===== src/rtl/ctfi_pkg.sv =====
package ctfi_pkg;

  // ****************************************
  // Entry codes and field layout
  // ****************************************
  localparam logic [3:0]  METH_FROZEN  = 4'h9;
  localparam logic [3:0]  METH_RUNNING = 4'ha;
  localparam logic [3:0]  METH_ARMED   = 4'hb;
  localparam logic [3:0]  METH_FILTER  = 4'hd;
  localparam logic [3:0]  METH_HIRES   = 4'hf;
  localparam int          METH_LSB     = 20;
  localparam int          STYLE_BIT    = 19;
  localparam int          ADDR_W       = 16;
  localparam int          DATA_W       = 24;

  // ****************************************
  // Channel offsets and arithmetic constants
  // ****************************************
  localparam logic [15:0] CAPT_OFS     = 16'h0003;
  localparam logic [15:0] CNT_OFS_GEN1 = 16'h0000;
  localparam logic [15:0] CNT_OFS_GEN2 = 16'h0001;
  localparam logic [15:0] AD2_OFS      = 16'h0001;
  localparam int          GAIN_SHIFT   = 23;
  localparam int          TB_SHIFT     = 6;
  localparam int          FRAC_W       = 12;

  // ****************************************
  // Setup word select codes
  // ****************************************
  localparam logic [2:0]  SEL_TB_WORD  = 3'h0;
  localparam logic [2:0]  SEL_TB_SF    = 3'h1;
  localparam logic [2:0]  SEL_FL_WORD  = 3'h2;
  localparam logic [2:0]  SEL_FL_GAIN  = 3'h3;
  localparam logic [2:0]  SEL_FL_MAX   = 3'h4;
  localparam logic [2:0]  SEL_HR_WORD  = 3'h5;
  localparam logic [2:0]  SEL_HR_AD    = 3'h6;
  localparam logic [23:0] WORD_RST     = 24'h000000;

  // Read request toward the servo IC / converter space
  typedef struct packed {
    logic        en;
    logic [15:0] addr;
  } ctfi_rd_req_t;

  // Setup write from software
  typedef struct packed {
    logic        wr;
    logic [2:0]  sel;
    logic [23:0] data;
  } ctfi_cfg_t;

endpackage


===== src/rtl/ctfi_expfilt.sv =====
`timescale 1ns/100ps
module ctfi_expfilt (
  input  wire logic        ref_clk,
  input  wire logic        sys_rst,
  input  wire logic        start,
  input  wire logic [23:0] src,
  input  wire logic [23:0] gain,
  input  wire logic [23:0] max_change,
  output logic             done_q,
  output logic [23:0]      out_q
);
  import ctfi_pkg::*;

  logic signed [23:0] diff;
  logic signed [47:0] prod;
  logic signed [47:0] step_raw;
  logic signed [23:0] lim;
  logic signed [23:0] step;

  // ****************************************
  // Filter arithmetic
  // ****************************************
  // signed 24-bit wrap
  always_comb begin
    diff     = $signed(src - out_q);
    prod     = diff * $signed(gain);
    step_raw = prod >>> GAIN_SHIFT;
    lim      = $signed(max_change);
    if (step_raw > 48'(lim)) begin
      step = lim;
    end else if (step_raw < -48'(lim)) begin
      step = -lim;
    end else begin
      step = step_raw[23:0];
    end
  end

  always_ff @(posedge ref_clk or posedge sys_rst) begin
    if (sys_rst) begin
      out_q  <= WORD_RST;
      done_q <= 1'b0;
    end else begin
      done_q <= start;
      if (start) begin
        out_q <= out_q + step;
      end
    end
  end
endmodule


===== src/rtl/ctfi_hrinterp.sv =====
`timescale 1ns/100ps
module ctfi_hrinterp (
  input  wire logic        ref_clk,
  input  wire logic        sys_rst,
  input  wire logic        start,
  input  wire logic [23:0] lines,
  input  wire logic [23:0] sin_ad,
  input  wire logic [23:0] cos_ad,
  output logic             done_q,
  output logic [23:0]      pos_q
);
  import ctfi_pkg::*;

  logic [23:0] abs_s;
  logic [23:0] abs_c;
  logic [25:0] rem_q;
  logic [24:0] den_q;
  logic [9:0]  quo_q;
  logic [3:0]  bit_q;
  logic [1:0]  quad_q;
  logic        busy_q;
  logic [11:0] line_q;
  logic [25:0] rem_sh;
  logic [9:0]  frac_lo;

  // Magnitudes of both converter readings
  always_comb begin
    abs_s   = sin_ad[23] ? 24'(-sin_ad) : sin_ad;
    abs_c   = cos_ad[23] ? 24'(-cos_ad) : cos_ad;
    rem_sh  = {rem_q[24:0], 1'b0};
    frac_lo = quad_q[0] ? ~quo_q : quo_q;
  end

  // ****************************************
  // Ratio divider, one quotient bit a cycle
  // ****************************************
  // merge lines with in-line angle
  always_ff @(posedge ref_clk or posedge sys_rst) begin
    if (sys_rst) begin
      rem_q  <= 26'h0000000;
      den_q  <= 25'h0000000;
      quo_q  <= 10'h000;
      bit_q  <= 4'h0;
      quad_q <= 2'h0;
      busy_q <= 1'b0;
      line_q <= 12'h000;
    end else if (start) begin
      rem_q  <= {2'h0, abs_s};
      den_q  <= {1'b0, abs_s} + {1'b0, abs_c};
      quo_q  <= 10'h000;
      bit_q  <= 4'ha;
      quad_q <= {sin_ad[23], sin_ad[23] ^ cos_ad[23]};
      busy_q <= 1'b1;
      line_q <= lines[11:0];
    end else if (busy_q) begin
      // Last busy cycle only hands the full quotient over
      if (bit_q != 4'h0) begin
        if (rem_sh >= {1'b0, den_q} && den_q != 25'h0000000) begin
          rem_q <= rem_sh - {1'b0, den_q};
          quo_q <= {quo_q[8:0], 1'b1};
        end else begin
          rem_q <= rem_sh;
          quo_q <= {quo_q[8:0], 1'b0};
        end
        bit_q <= bit_q - 4'h1;
      end
      busy_q <= (bit_q != 4'h0);
    end
  end

  always_ff @(posedge ref_clk or posedge sys_rst) begin
    if (sys_rst) begin
      pos_q  <= WORD_RST;
      done_q <= 1'b0;
    end else begin
      done_q <= busy_q && (bit_q == 4'h0);
      if (busy_q && bit_q == 4'h0) begin
        pos_q <= {line_q, quad_q, frac_lo};
      end
    end
  end
endmodule


===== src/rtl/ctfi_table.sv =====
`timescale 1ns/100ps
module ctfi_table (
  input  wire logic                  ref_clk,
  input  wire logic                  sys_rst,
  input  wire logic                  servo_tick,
  input  wire ctfi_pkg::ctfi_cfg_t   cfg,
  input  wire logic                  cap_trig,
  input  wire logic [23:0]           rd_data,
  output ctfi_pkg::ctfi_rd_req_t     rd_req_q,
  output logic [23:0]                tb_word_q,
  output logic [23:0]                tb_result_q,
  output logic [23:0]                fl_result_q,
  output logic [23:0]                hr_result_q,
  output logic                       cycle_done_q
);
  import ctfi_pkg::*;

  typedef enum logic [3:0] {
    ST_IDLE, ST_HR_CNT, ST_HR_AD1, ST_HR_AD2, ST_HR_CALC,
    ST_FL_SRC, ST_FL_CALC, ST_TB_REQ, ST_TB_TAKE, ST_DONE
  } ctfi_state_t;

  ctfi_state_t  state_q;
  logic [23:0]  tb_sf_q;
  logic [23:0]  fl_word_q;
  logic [23:0]  fl_gain_q;
  logic [23:0]  fl_max_q;
  logic [23:0]  hr_word_q;
  logic [23:0]  hr_ad_q;
  logic [23:0]  hr_cnt_q;
  logic [23:0]  hr_sin_q;
  logic [23:0]  tb_prev_q;
  logic         tb_fire_q;
  logic         hr_start;
  logic         hr_done;
  logic [23:0]  hr_pos;
  logic         fl_start;
  logic         fl_done;
  logic [23:0]  fl_out;
  logic         run_set;
  logic [3:0]   tb_meth;
  logic [15:0]  tb_base;
  logic [15:0]  hr_cnt_addr;
  logic [23:0]  tb_delta;
  logic [47:0]  tb_prod;
  logic [23:0]  tb_run_val;

  // ****************************************
  // Field decode and time-base arithmetic
  // ****************************************
  always_comb begin
    tb_meth     = tb_word_q[METH_LSB +: 4];
    tb_base     = tb_word_q[ADDR_W-1:0];
    hr_cnt_addr = hr_word_q[ADDR_W-1:0] +
                  (hr_word_q[STYLE_BIT] ? CNT_OFS_GEN2 : CNT_OFS_GEN1);
    tb_delta    = rd_data - tb_prev_q;
    tb_prod     = $signed(tb_delta) * $signed(tb_sf_q);
    tb_run_val  = {tb_prod[DATA_W-TB_SHIFT-1:0], {TB_SHIFT{1'b0}}};
    hr_start    = (state_q == ST_HR_AD2);
    fl_start    = (state_q == ST_FL_SRC);
    run_set     = (state_q == ST_TB_TAKE) && (tb_meth == METH_ARMED) && tb_fire_q;
  end

  // ****************************************
  // Setup words
  // ****************************************
  // Software writes; the hardware rewrite wins a collision
  always_ff @(posedge ref_clk or posedge sys_rst) begin
    if (sys_rst) begin
      tb_word_q <= WORD_RST;
      tb_sf_q   <= WORD_RST;
      fl_word_q <= WORD_RST;
      fl_gain_q <= WORD_RST;
      fl_max_q  <= WORD_RST;
      hr_word_q <= WORD_RST;
      hr_ad_q   <= WORD_RST;
    end else begin
      // keep channel base, set running code
      if (run_set) begin
        tb_word_q[METH_LSB +: 4] <= METH_RUNNING;
      end else if (cfg.wr && cfg.sel == SEL_TB_WORD) begin
        tb_word_q <= cfg.data;
      end
      if (cfg.wr && cfg.sel == SEL_TB_SF) begin
        tb_sf_q <= cfg.data;
      end
      if (cfg.wr && cfg.sel == SEL_FL_WORD) begin
        fl_word_q <= cfg.data;
      end
      if (cfg.wr && cfg.sel == SEL_FL_GAIN) begin
        fl_gain_q <= cfg.data;
      end
      if (cfg.wr && cfg.sel == SEL_FL_MAX) begin
        fl_max_q <= cfg.data;
      end
      if (cfg.wr && cfg.sel == SEL_HR_WORD) begin
        hr_word_q <= cfg.data;
      end
      if (cfg.wr && cfg.sel == SEL_HR_AD) begin
        hr_ad_q <= cfg.data;
      end
    end
  end

  // ****************************************
  // Table sequencer
  // ****************************************
  // one pass per tick, table order
  always_ff @(posedge ref_clk or posedge sys_rst) begin
    if (sys_rst) begin
      state_q <= ST_IDLE;
    end else begin
      case (state_q)
        ST_IDLE: begin
          if (servo_tick) begin
            state_q <= (hr_word_q[METH_LSB +: 4] == METH_HIRES) ? ST_HR_CNT : ST_FL_SRC;
          end
        end
        ST_HR_CNT:  state_q <= ST_HR_AD1;
        ST_HR_AD1:  state_q <= ST_HR_AD2;
        ST_HR_AD2:  state_q <= ST_HR_CALC;
        ST_HR_CALC: begin
          if (hr_done) begin
            state_q <= ST_FL_SRC;
          end
        end
        ST_FL_SRC:  state_q <= ST_FL_CALC;
        ST_FL_CALC: state_q <= ST_TB_REQ;
        ST_TB_REQ:  state_q <= ST_TB_TAKE;
        ST_TB_TAKE: state_q <= ST_DONE;
        default:    state_q <= ST_IDLE;
      endcase
    end
  end

  // Read requests, data taken while the request stands
  always_ff @(posedge ref_clk or posedge sys_rst) begin
    if (sys_rst) begin
      rd_req_q <= '0;
    end else begin
      rd_req_q.en <= 1'b0;
      if (state_q == ST_IDLE && servo_tick &&
          hr_word_q[METH_LSB +: 4] == METH_HIRES) begin
        rd_req_q <= '{en: 1'b1, addr: hr_cnt_addr};
      end else if (state_q == ST_HR_CNT) begin
        rd_req_q <= '{en: 1'b1, addr: hr_ad_q[ADDR_W-1:0]};
      end else if (state_q == ST_HR_AD1) begin
        rd_req_q <= '{en: 1'b1, addr: hr_ad_q[ADDR_W-1:0] + AD2_OFS};
      end else if ((state_q == ST_HR_CALC && hr_done) ||
                   (state_q == ST_IDLE && servo_tick &&
                    hr_word_q[METH_LSB +: 4] != METH_HIRES)) begin
        rd_req_q <= '{en: 1'b1, addr: fl_word_q[ADDR_W-1:0]};
      end else if (state_q == ST_TB_REQ) begin
        // captured read resets trigger, answer taken in the next state
        if (tb_meth == METH_FROZEN || tb_fire_q) begin
          rd_req_q <= '{en: 1'b1, addr: tb_base + CAPT_OFS};
        end else if (tb_meth == METH_RUNNING) begin
          rd_req_q <= '{en: 1'b1, addr: tb_base};
        end
      end
    end
  end

  // Interpolator samples
  always_ff @(posedge ref_clk or posedge sys_rst) begin
    if (sys_rst) begin
      hr_cnt_q <= WORD_RST;
      hr_sin_q <= WORD_RST;
    end else begin
      if (state_q == ST_HR_CNT) begin
        hr_cnt_q <= rd_data;
      end
      if (state_q == ST_HR_AD1) begin
        hr_sin_q <= rd_data;
      end
    end
  end

  // ****************************************
  // Triggered time base
  // ****************************************
  // trigger tested in armed state
  always_ff @(posedge ref_clk or posedge sys_rst) begin
    if (sys_rst) begin
      tb_fire_q <= 1'b0;
    end else if (state_q == ST_FL_CALC) begin
      tb_fire_q <= (tb_meth == METH_ARMED) && cap_trig;
    end
  end

  always_ff @(posedge ref_clk or posedge sys_rst) begin
    if (sys_rst) begin
      tb_result_q <= WORD_RST;
      tb_prev_q   <= WORD_RST;
    end else if (state_q == ST_TB_TAKE) begin
      if (tb_meth == METH_RUNNING) begin
        tb_result_q <= tb_run_val;
        tb_prev_q   <= rd_data;
      end else begin
        tb_result_q <= WORD_RST;
        if (run_set) begin
          tb_prev_q <= rd_data;
        end
      end
    end
  end

  // ****************************************
  // Results and completion
  // ****************************************
  always_ff @(posedge ref_clk or posedge sys_rst) begin
    if (sys_rst) begin
      fl_result_q  <= WORD_RST;
      hr_result_q  <= WORD_RST;
      cycle_done_q <= 1'b0;
    end else begin
      cycle_done_q <= (state_q == ST_DONE);
      if (fl_done) begin
        fl_result_q <= fl_out;
      end
      if (hr_done) begin
        hr_result_q <= hr_pos;
      end
    end
  end

  ctfi_hrinterp u_hrinterp (
    .ref_clk (ref_clk),
    .sys_rst (sys_rst),
    .start   (hr_start),
    .lines   (hr_cnt_q),
    .sin_ad  (hr_sin_q),
    .cos_ad  (rd_data),
    .done_q  (hr_done),
    .pos_q   (hr_pos)
  );

  ctfi_expfilt u_expfilt (
    .ref_clk    (ref_clk),
    .sys_rst    (sys_rst),
    .start      (fl_start),
    .src        (rd_data),
    .gain       (fl_gain_q),
    .max_change (fl_max_q),
    .done_q     (fl_done),
    .out_q      (fl_out)
  );
endmodule

===== config.mk =====
export PLATFORM = sky130hd
export DESIGN_NAME = ctfi_table
export DESIGN_NICKNAME = d
export VERILOG_FILES = /design/src/rtl/ctfi_pkg.sv /design/src/rtl/ctfi_expfilt.sv /design/src/rtl/ctfi_hrinterp.sv /design/src/rtl/ctfi_table.sv
export SDC_FILE = /design/constraint.sdc
export NUM_CORES = 2
export LEC_CHECK = 0
export BUFFER_PORTS_ARGS = -buffer_cell sky130_fd_sc_hd__buf_4
export CAP_MARGIN = 25
export CORE_AREA = 8 8 408 450
export DETAILED_ROUTE_END_ITERATION = 10
export DIE_AREA = 0 0 416 458
export GPL_TIMING_DRIVEN = 1
export PLACE_DENSITY = 0.44
export RECOVER_POWER = 50
export SETUP_SLACK_MARGIN = 0.3
export SYNTH_ARGS = -nofsm -noshare
export SYNTH_HDL_FRONTEND = slang
export SYNTH_SLANG_ARGS = --single-unit

===== constraint.sdc =====
create_clock -name ref_clk -period 26.8 [get_ports ref_clk]
set_input_delay 5.36 -clock ref_clk [delete_from_list [all_inputs] [get_ports ref_clk]]
set_output_delay 5.36 -clock ref_clk [all_outputs]
set_load 0.02 [all_outputs]

---- Word level (Yosys, flattened, before mapping) ----
Index checks and enable logic that the tools add are counted.
W data, S select, Z words.
storage, ports and cells
  memory bits (writable) .................. 0
  register bits after elaboration ......... 436
  bits in read-only memories .............. 0
  bits in latches ......................... 0
  memories kept ........................... 0
  output and inout bits ................... 114
operators by class
  muxes and demuxes ....................... 35
  bitwise operators ....................... 3
  reduce and logical (&&, ||, !) cells .... 34
  shift-type cells ........................ 0
  magnitude comparators ................... 3
  $mul .................................... 2
  div/mod/pow operators ................... 0
  add/sub/neg operators ................... 13
  equal/unequal tests ..................... 22
operator list
  operator                 count
  $mux W24                 8
  $mux W17                 7
  $mux W25                 4
  $neg A24 Y24             3
  $lt A25 B48 Y1           1
  $mul A24 B24 Y48         1
  $neg A24 Y48             1
  $sub A24 B24 Y24         2
  $mux W10                 4
  $pmux W4 S9              1
  $ge A26 B25 Y1           1
  $add A24 B24 Y25         1
  $gt A25 B24 Y1           1
  $reduce_bool A25 Y1      1
  $sub A25 B25 Y25         1
  $add A24 B24 Y24         1
  $eq A4 B4 Y1 const B     6
  $mul A24 B24 Y18         1
  $mux W4                  6
  $add A16 B1 Y16          1
  $add A16 B1 Y16 const B  1
  $add A16 B2 Y16 const B  1
  $eq A4 B3 Y1 const B     4
  $logic_and A1 B1 Y1      16
  other kinds (22)         38

---- Depth between registers and ports, before layout ----
  word-level depth ........................ 8
  mapped depth ............................ 87
  gate-level depth less buffers ........... 84

---- Cells and area by module ----
From an unflattened synthesis, not the netlist that was laid out.
second synthesis, totals
  cell total of the unflattened synthesis .. 5622
  area total of the unflattened synthesis .. 52739.3 um^2
modules (own cells, without submodules)
  module         cells each  times used  area each (um^2)  seq. area each (um^2)
  ctfi_expfilt   2967        1           26118.8           625.6
  ctfi_table     1748        1           18466.5           7457.2
  ctfi_hrinterp  907         1           8154.1            2602.5

---- Worst setup path after synthesis ----
OpenSTA, ideal clock, no wires.
  kind .................................... in2reg
  start ................................... in rd_data[0]
  end ..................................... reg u_expfilt.out_q[22]
  library setup time ...................... 0.136 ns
  stages on the path ...................... 85
  setup slack ............................. 6.204 ns
  buffers on the path ..................... 3
  data required time ...................... 26.664 ns
  arrival time ............................ 20.461 ns
  path through ............................ inv_1 -> ha_1 -> inv_1 -> fa_1 -> a21o_1 -> a21oi_1 -> o21ai_0 -> a21oi_1 -> o21ai_1 -> a21oi_1 -> o21bai_1 -> a21oi_1 -> o21bai_1 -> a31o_2 -> a21oi_1 -> nor2b_1 -> o21a_1 -> o41a_1 -> (+49 left out) -> nor2b_1 -> o21ai_0 -> a21oi_1 -> o21ai_0 -> a21oi_1 -> o21ai_0 -> a21boi_0 -> o21ai_0 -> nand2_1 -> a31oi_1 -> o21ai_0 -> o41ai_1 -> nor2_1 -> a2111oi_0 -> o21bai_1 -> a21oi_1 -> xor2_1 -> o21ai_0
on the way
  longest elaborated chain between the ends .. 6
RTL lines
  what                  RTL line            RTL
  start, declared       ctfi_table.sv:8     input wire logic [23:0] rd_data,
  $sub A24 B24 Y24 *    ctfi_expfilt.sv:25  diff = $signed(src - out_q);
  $mul A24 B24 Y48 *    ctfi_expfilt.sv:26  prod = diff * $signed(gain);
  $lt A25 B48 Y1        ctfi_expfilt.sv:31  end else if (step_raw < -48'(lim)) begin
  $mux W24              ctfi_expfilt.sv:31
  $mux W24 *            ctfi_expfilt.sv:29  if (step_raw > 48'(lim)) begin
  $add A24 B24 Y24 *    ctfi_expfilt.sv:45  out_q <= out_q + step;
  end signal, assigned  ctfi_expfilt.sv:45
  end, declared         ctfi_expfilt.sv:10  output logic [23:0] out_q
Mark *: on every way between the ends. The rest lies on a longest branch, timed or not.
A chain may end at the register's enable or synchronous reset.

---- Worst setup path after layout ----
  start ................................... in rd_data[2]
  end ..................................... reg u_expfilt.out_q[22]
The elaborated chain is that of the path after synthesis.

==> flow_results.org <==
** Outcome
- Outcome :: complete, but fails checks
- Violated checks :: max-capacitance violations, max-slew violations

** Min path
- HP Start :: hr_cnt_q[5]
- The worst hold path passes through 2 cells.
- End point of the worst hold path :: u_hrinterp.line_q[5]
- In this run the worst hold path is classified as register to register.

** Die
- The initial utilization of the core area, before any placement, comes to 28.8%.
- Horizontal die dimension :: 416 um
- Die Y :: 458 um
- Die area :: 191000 um^2
- In this run the standard cell core region covers 176000 um^2.
- Number of top-level design ports :: 170
- The initialized floorplan defines 162 standard-cell rows.

** CTS
- In this run, post-CTS repair resized a total of 0 instances.
- CTS tree :: built
- Worst-Skew Late Latency :: 0.61 ns
- Bufs on Longest Clock Path :: 3
- Clock tree synthesis inserted a total of 49 buffers.
- After clock tree synthesis, the clock-pin slew on the worst setup and hold paths is 0.06 ns.
- Total number of H-tree levels :: 2
- The clock net in this run drives a total of 415 sinks.
- Clk Tree Root Cell :: sky130_fd_sc_hd__clkbuf_16
- In this run the post-CTS setup repair buffer count came out at 0.
- For this design, the CTS-stage hold fixing added 0 buffers.

** Critical path
- Counting cells, the worst reg-to-reg path comes to 72.
- Worst Path Max Fanout :: 30
- Endpoint arrival time on the critical path :: 24.46 ns
- The slowest stage of the critical path is the sky130_fd_sc_hd__nor4_1 cell.
- Setup slack on the worst reg-to-reg path comes out at 7.22 ns.
- For this run, the slowest stage of the critical path takes 1.01 ns.
- The cell family contributing the most delay on the critical path is compound AO/OA/AOI/OAI gates.
- STA puts the critical path data required time at 27.19 ns.
- Kind of launch point of the worst setup path :: input port
- The endpoint identified for the worst register-to-register timing path is u_expfilt.out_q[22].
- R2R Path Start :: u_expfilt.out_q[0]
- The worst setup path is of the input port to register kind.
- Combined buffer and inverter count along the critical path :: 7
- STA classifies the critical path endpoint as a register.
- By instance count, the cell type seen most on the critical path is sky130_fd_sc_hd__o21ai_0.

** Timing
- Tmin final :: 24.06 ns
- Total Neg Setup Slack :: 0 ns
- Number of hold-slack violations in the final timing report :: 0
- Setup repair after global routing left no endpoint under its margin.
- The number of pins with negative max-slew slack in the final report was 684.
- Headroom to the max-slew limit came out at -448%.
- Fraction of the cycle the final worst path needs :: 89.8%
- Final-report setup violation count :: 0
- Derived from the worst setup path, the maximum achievable clock frequency is 41.6 MHz.
- Between clock sinks in the finished design, the worst skew comes to 0.0275 ns.
- Transition time at the pin with the least slew margin :: 8.22 ns

** GRT
- Overall overflow remaining after global route :: 0
- Overall Global Routing Usage :: 17.0%
- Entering global routing, the biggest net connects 151 pins.
- The number of antenna violations at the first check in global routing came to 21.
- First-pass GRT wire length :: 252 mm
- The number of global-route vias before repair is 40.2k.

** Detailed routing
- Initial detailed-routing violation count :: 1955
- Per-cell routed wire length :: 20.5 um
- After detailed routing, the number of vias per cell comes to 4.75.
- For this run, design rule violations remaining after detail routing come to 0.
- Total number of vias :: 37.5k
- Router iterations before antenna repair :: 5
- Routed wire length :: 162 mm
- Count of nets left with antenna violations after detail routing :: 0

** Layout
- Most frequent cells in the layout :: sky130_fd_sc_hd__inv_1 (905), sky130_fd_sc_hd__nand2_1 (753), sky130_fd_sc_hd__fa_1 (709)
- Area growth from synthesis to layout :: 11.4%
- Cells with a size suffix above 1 make up 9.76% of the layout.
- The library cell used most frequently in the layout, excluding fill and tap cells, is sky130_fd_sc_hd__inv_1.
- Fill cells :: 18.4k
- Final net count :: 6687

** Place
- Summed over all nets, the half-perimeter wirelength after detailed placement is 123 mm.
- Global placement routability congestion :: 0.852
- Number of buffers added on ports :: 163

** Yosys
- In the synthesized netlist, the number of instances is 5478.
- The netlist uses 87 different library cells.
- For this run, the leading register cell type out of synthesis is sky130_fd_sc_hd__dfrtp_1.
- After synthesis, the share of flip-flops with an asynchronous set or reset is 100%.
- The synthesized design contains 0 enable-type register cells.
- Average cell area after synthesis :: 9.24 um^2
- Yosys top cell by area :: sky130_fd_sc_hd__fa_1
- The share of synthesized area in the top cell type comes to 28.0%.
- The Yosys step of the flow raised 0 warnings.
- Largest cells by area after synthesis :: sky130_fd_sc_hd__fa_1 (28%), sky130_fd_sc_hd__dfrtp_1 (21%), sky130_fd_sc_hd__ha_1 (9.1%)
- Part of the Yosys area used for sequential elements :: 20.5%
- Synth Cell Area :: 50600 um^2
- Number of flip-flops and latches in the synthesized netlist :: 415

** Run
- Across the run, the number of max-cap violations was 14.
-- worst max path at each step --
stage	slack [ns]	cells after the start	start	end
5_1_grt	1.19	80	rd_data[0]	u_expfilt.out_q[22]
6_report	2.74	73	rd_data[2]	u_expfilt.out_q[22]
3_5_place_dp	2.42	74	rd_data[0]	u_expfilt.out_q[22]
3_3_place_gp	2.68	77	rd_data[0]	u_expfilt.out_q[22]
4_1_cts	2.98	74	rd_data[0]	u_expfilt.out_q[22]
2_1_floorplan	6.20	85	rd_data[0]	u_expfilt.out_q[22]
-- stage by stage --
step	cells	hold slack, ns	cell area [um^2]	worst slack [ns]	util (%)
2_1_floorplan	5483	0.439	50600	6.20	-
3_3_place_gp	7794	0.451	54800	2.68	31.2
3_5_place_dp	7796	0.453	54900	2.42	31.2
4_1_cts	7885	0.464	56500	2.98	32.1
5_1_grt	7890	0.499	56400	1.19	32.1
6_report	7900	0.459	56400	2.74	32.1
-- final cells by class --
cell class | count | area, um^2 | share of cell area, %
timing repair buffer | 254 | 1790 | 3.18
sequential | 415 | 10400 | 18.4
clock buffer | 69 | 1420 | 2.52
multi-input combinational | 3927 | 36200 | 64.2
tap | 2296 | 2870 | 5.09
inverter | 907 | 3410 | 6.04
clock inverter | 20 | 255 | 0.452
antenna | 12 | 30.0 | 0.0532
-- synthesized netlist by cell type, types with 7 or more instances --
library cell and n:
sky130_fd_sc_hd__dfrtp_1 415, sky130_fd_sc_hd__xnor2_1 212, sky130_fd_sc_hd__clkbuf_1 210, sky130_fd_sc_hd__nand2b_1 42, sky130_fd_sc_hd__buf_1 9, sky130_fd_sc_hd__or4_1 7
sky130_fd_sc_hd__a21oi_1 186, sky130_fd_sc_hd__or2_2 10, sky130_fd_sc_hd__xor2_1 67, sky130_fd_sc_hd__a22oi_1 9, sky130_fd_sc_hd__fa_1 709, sky130_fd_sc_hd__o41ai_1 12
sky130_fd_sc_hd__nor4_1 18, sky130_fd_sc_hd__a21boi_0 9, sky130_fd_sc_hd__o21a_1 19, sky130_fd_sc_hd__ha_1 368, sky130_fd_sc_hd__and3_1 34, sky130_fd_sc_hd__or3_1 21
sky130_fd_sc_hd__mux2i_1 28, sky130_fd_sc_hd__buf_4 9, sky130_fd_sc_hd__o21bai_1 21, sky130_fd_sc_hd__mux2_2 179, sky130_fd_sc_hd__nor2b_1 61, sky130_fd_sc_hd__nor2_1 172
sky130_fd_sc_hd__a211oi_1 17, sky130_fd_sc_hd__o211ai_1 13, sky130_fd_sc_hd__a221oi_1 8, sky130_fd_sc_hd__a21o_1 89, sky130_fd_sc_hd__nand3_1 54, sky130_fd_sc_hd__nand4_1 25
sky130_fd_sc_hd__nor3_1 49, sky130_fd_sc_hd__and2_1 331, sky130_fd_sc_hd__o31ai_1 22, sky130_fd_sc_hd__inv_1 906, sky130_fd_sc_hd__nand2_1 753, sky130_fd_sc_hd__o22ai_1 8
sky130_fd_sc_hd__a31oi_1 17, sky130_fd_sc_hd__a31o_2 8, sky130_fd_sc_hd__o21ai_0 234, sky130_fd_sc_hd__o21ai_1 31
-- flip-flops by register name, indices dropped and copies added (netlist names), 4 cells and up --
register	count
hr_sin_q	24
fl_result_q	24
hr_cnt_q	12
rd_req_q	17
fl_word_q	16
hr_ad_q	16
u_hrinterp.pos_q	24
fl_max_q	24
u_hrinterp.quo_q	10
fl_gain_q	24
tb_prev_q	18
tb_result_q	18
u_hrinterp.bit_q	4
u_hrinterp.rem_q	25
tb_sf_q	18
u_hrinterp.den_q	25
tb_word_q	24
u_hrinterp.line_q	12
u_expfilt.out_q	24
hr_result_q	24
hr_word_q	21
state_q	4
-- cell families (layout without fill, tap and decap cells) --
family                     count (synthesis)  after routing  share of synthesized area [%]
buffers and inverters                   1141           1250                           8.57
other                                      1             18                        0.00741
muxes                                    207            207                           4.54
adders and majority gates               1079           1079                           37.2
AOI/OAI and AO/OA                        745            745                           9.01
xor gates and xnor gates                 283            283                           4.98
and+or+nand+nor                         1607           1607                           15.2
DFF                                      415            415                           20.5
-- worst reg2reg max path, delay by kind of cell (launching register included) --
kind                       cells  cell delay [ns]
buffers and inverters          6             0.31
muxes                          1             0.30
AOI/OAI and AO/OA             40             9.69
DFF                            1             0.57
xor gates and xnor gates       3             1.16
adders and majority gates     12             5.20
and+or+nand+nor               10             2.18
-- routing by layer --
metal / global-route usage [%] / up-vias / share of wire [%]
met3: 1.38 / 206 / 3.4
met5: 0 / - / 0
met4: 4.68 / 0 / 3.3
met1: 21.9 / 19200 / 43
met2: 30.6 / 673 / 51
li1: - / 17500 / -
Power is left out: the tool's default activity adds up to more than one toggle a clock period on the data nets, which glitch-free logic cannot reach.
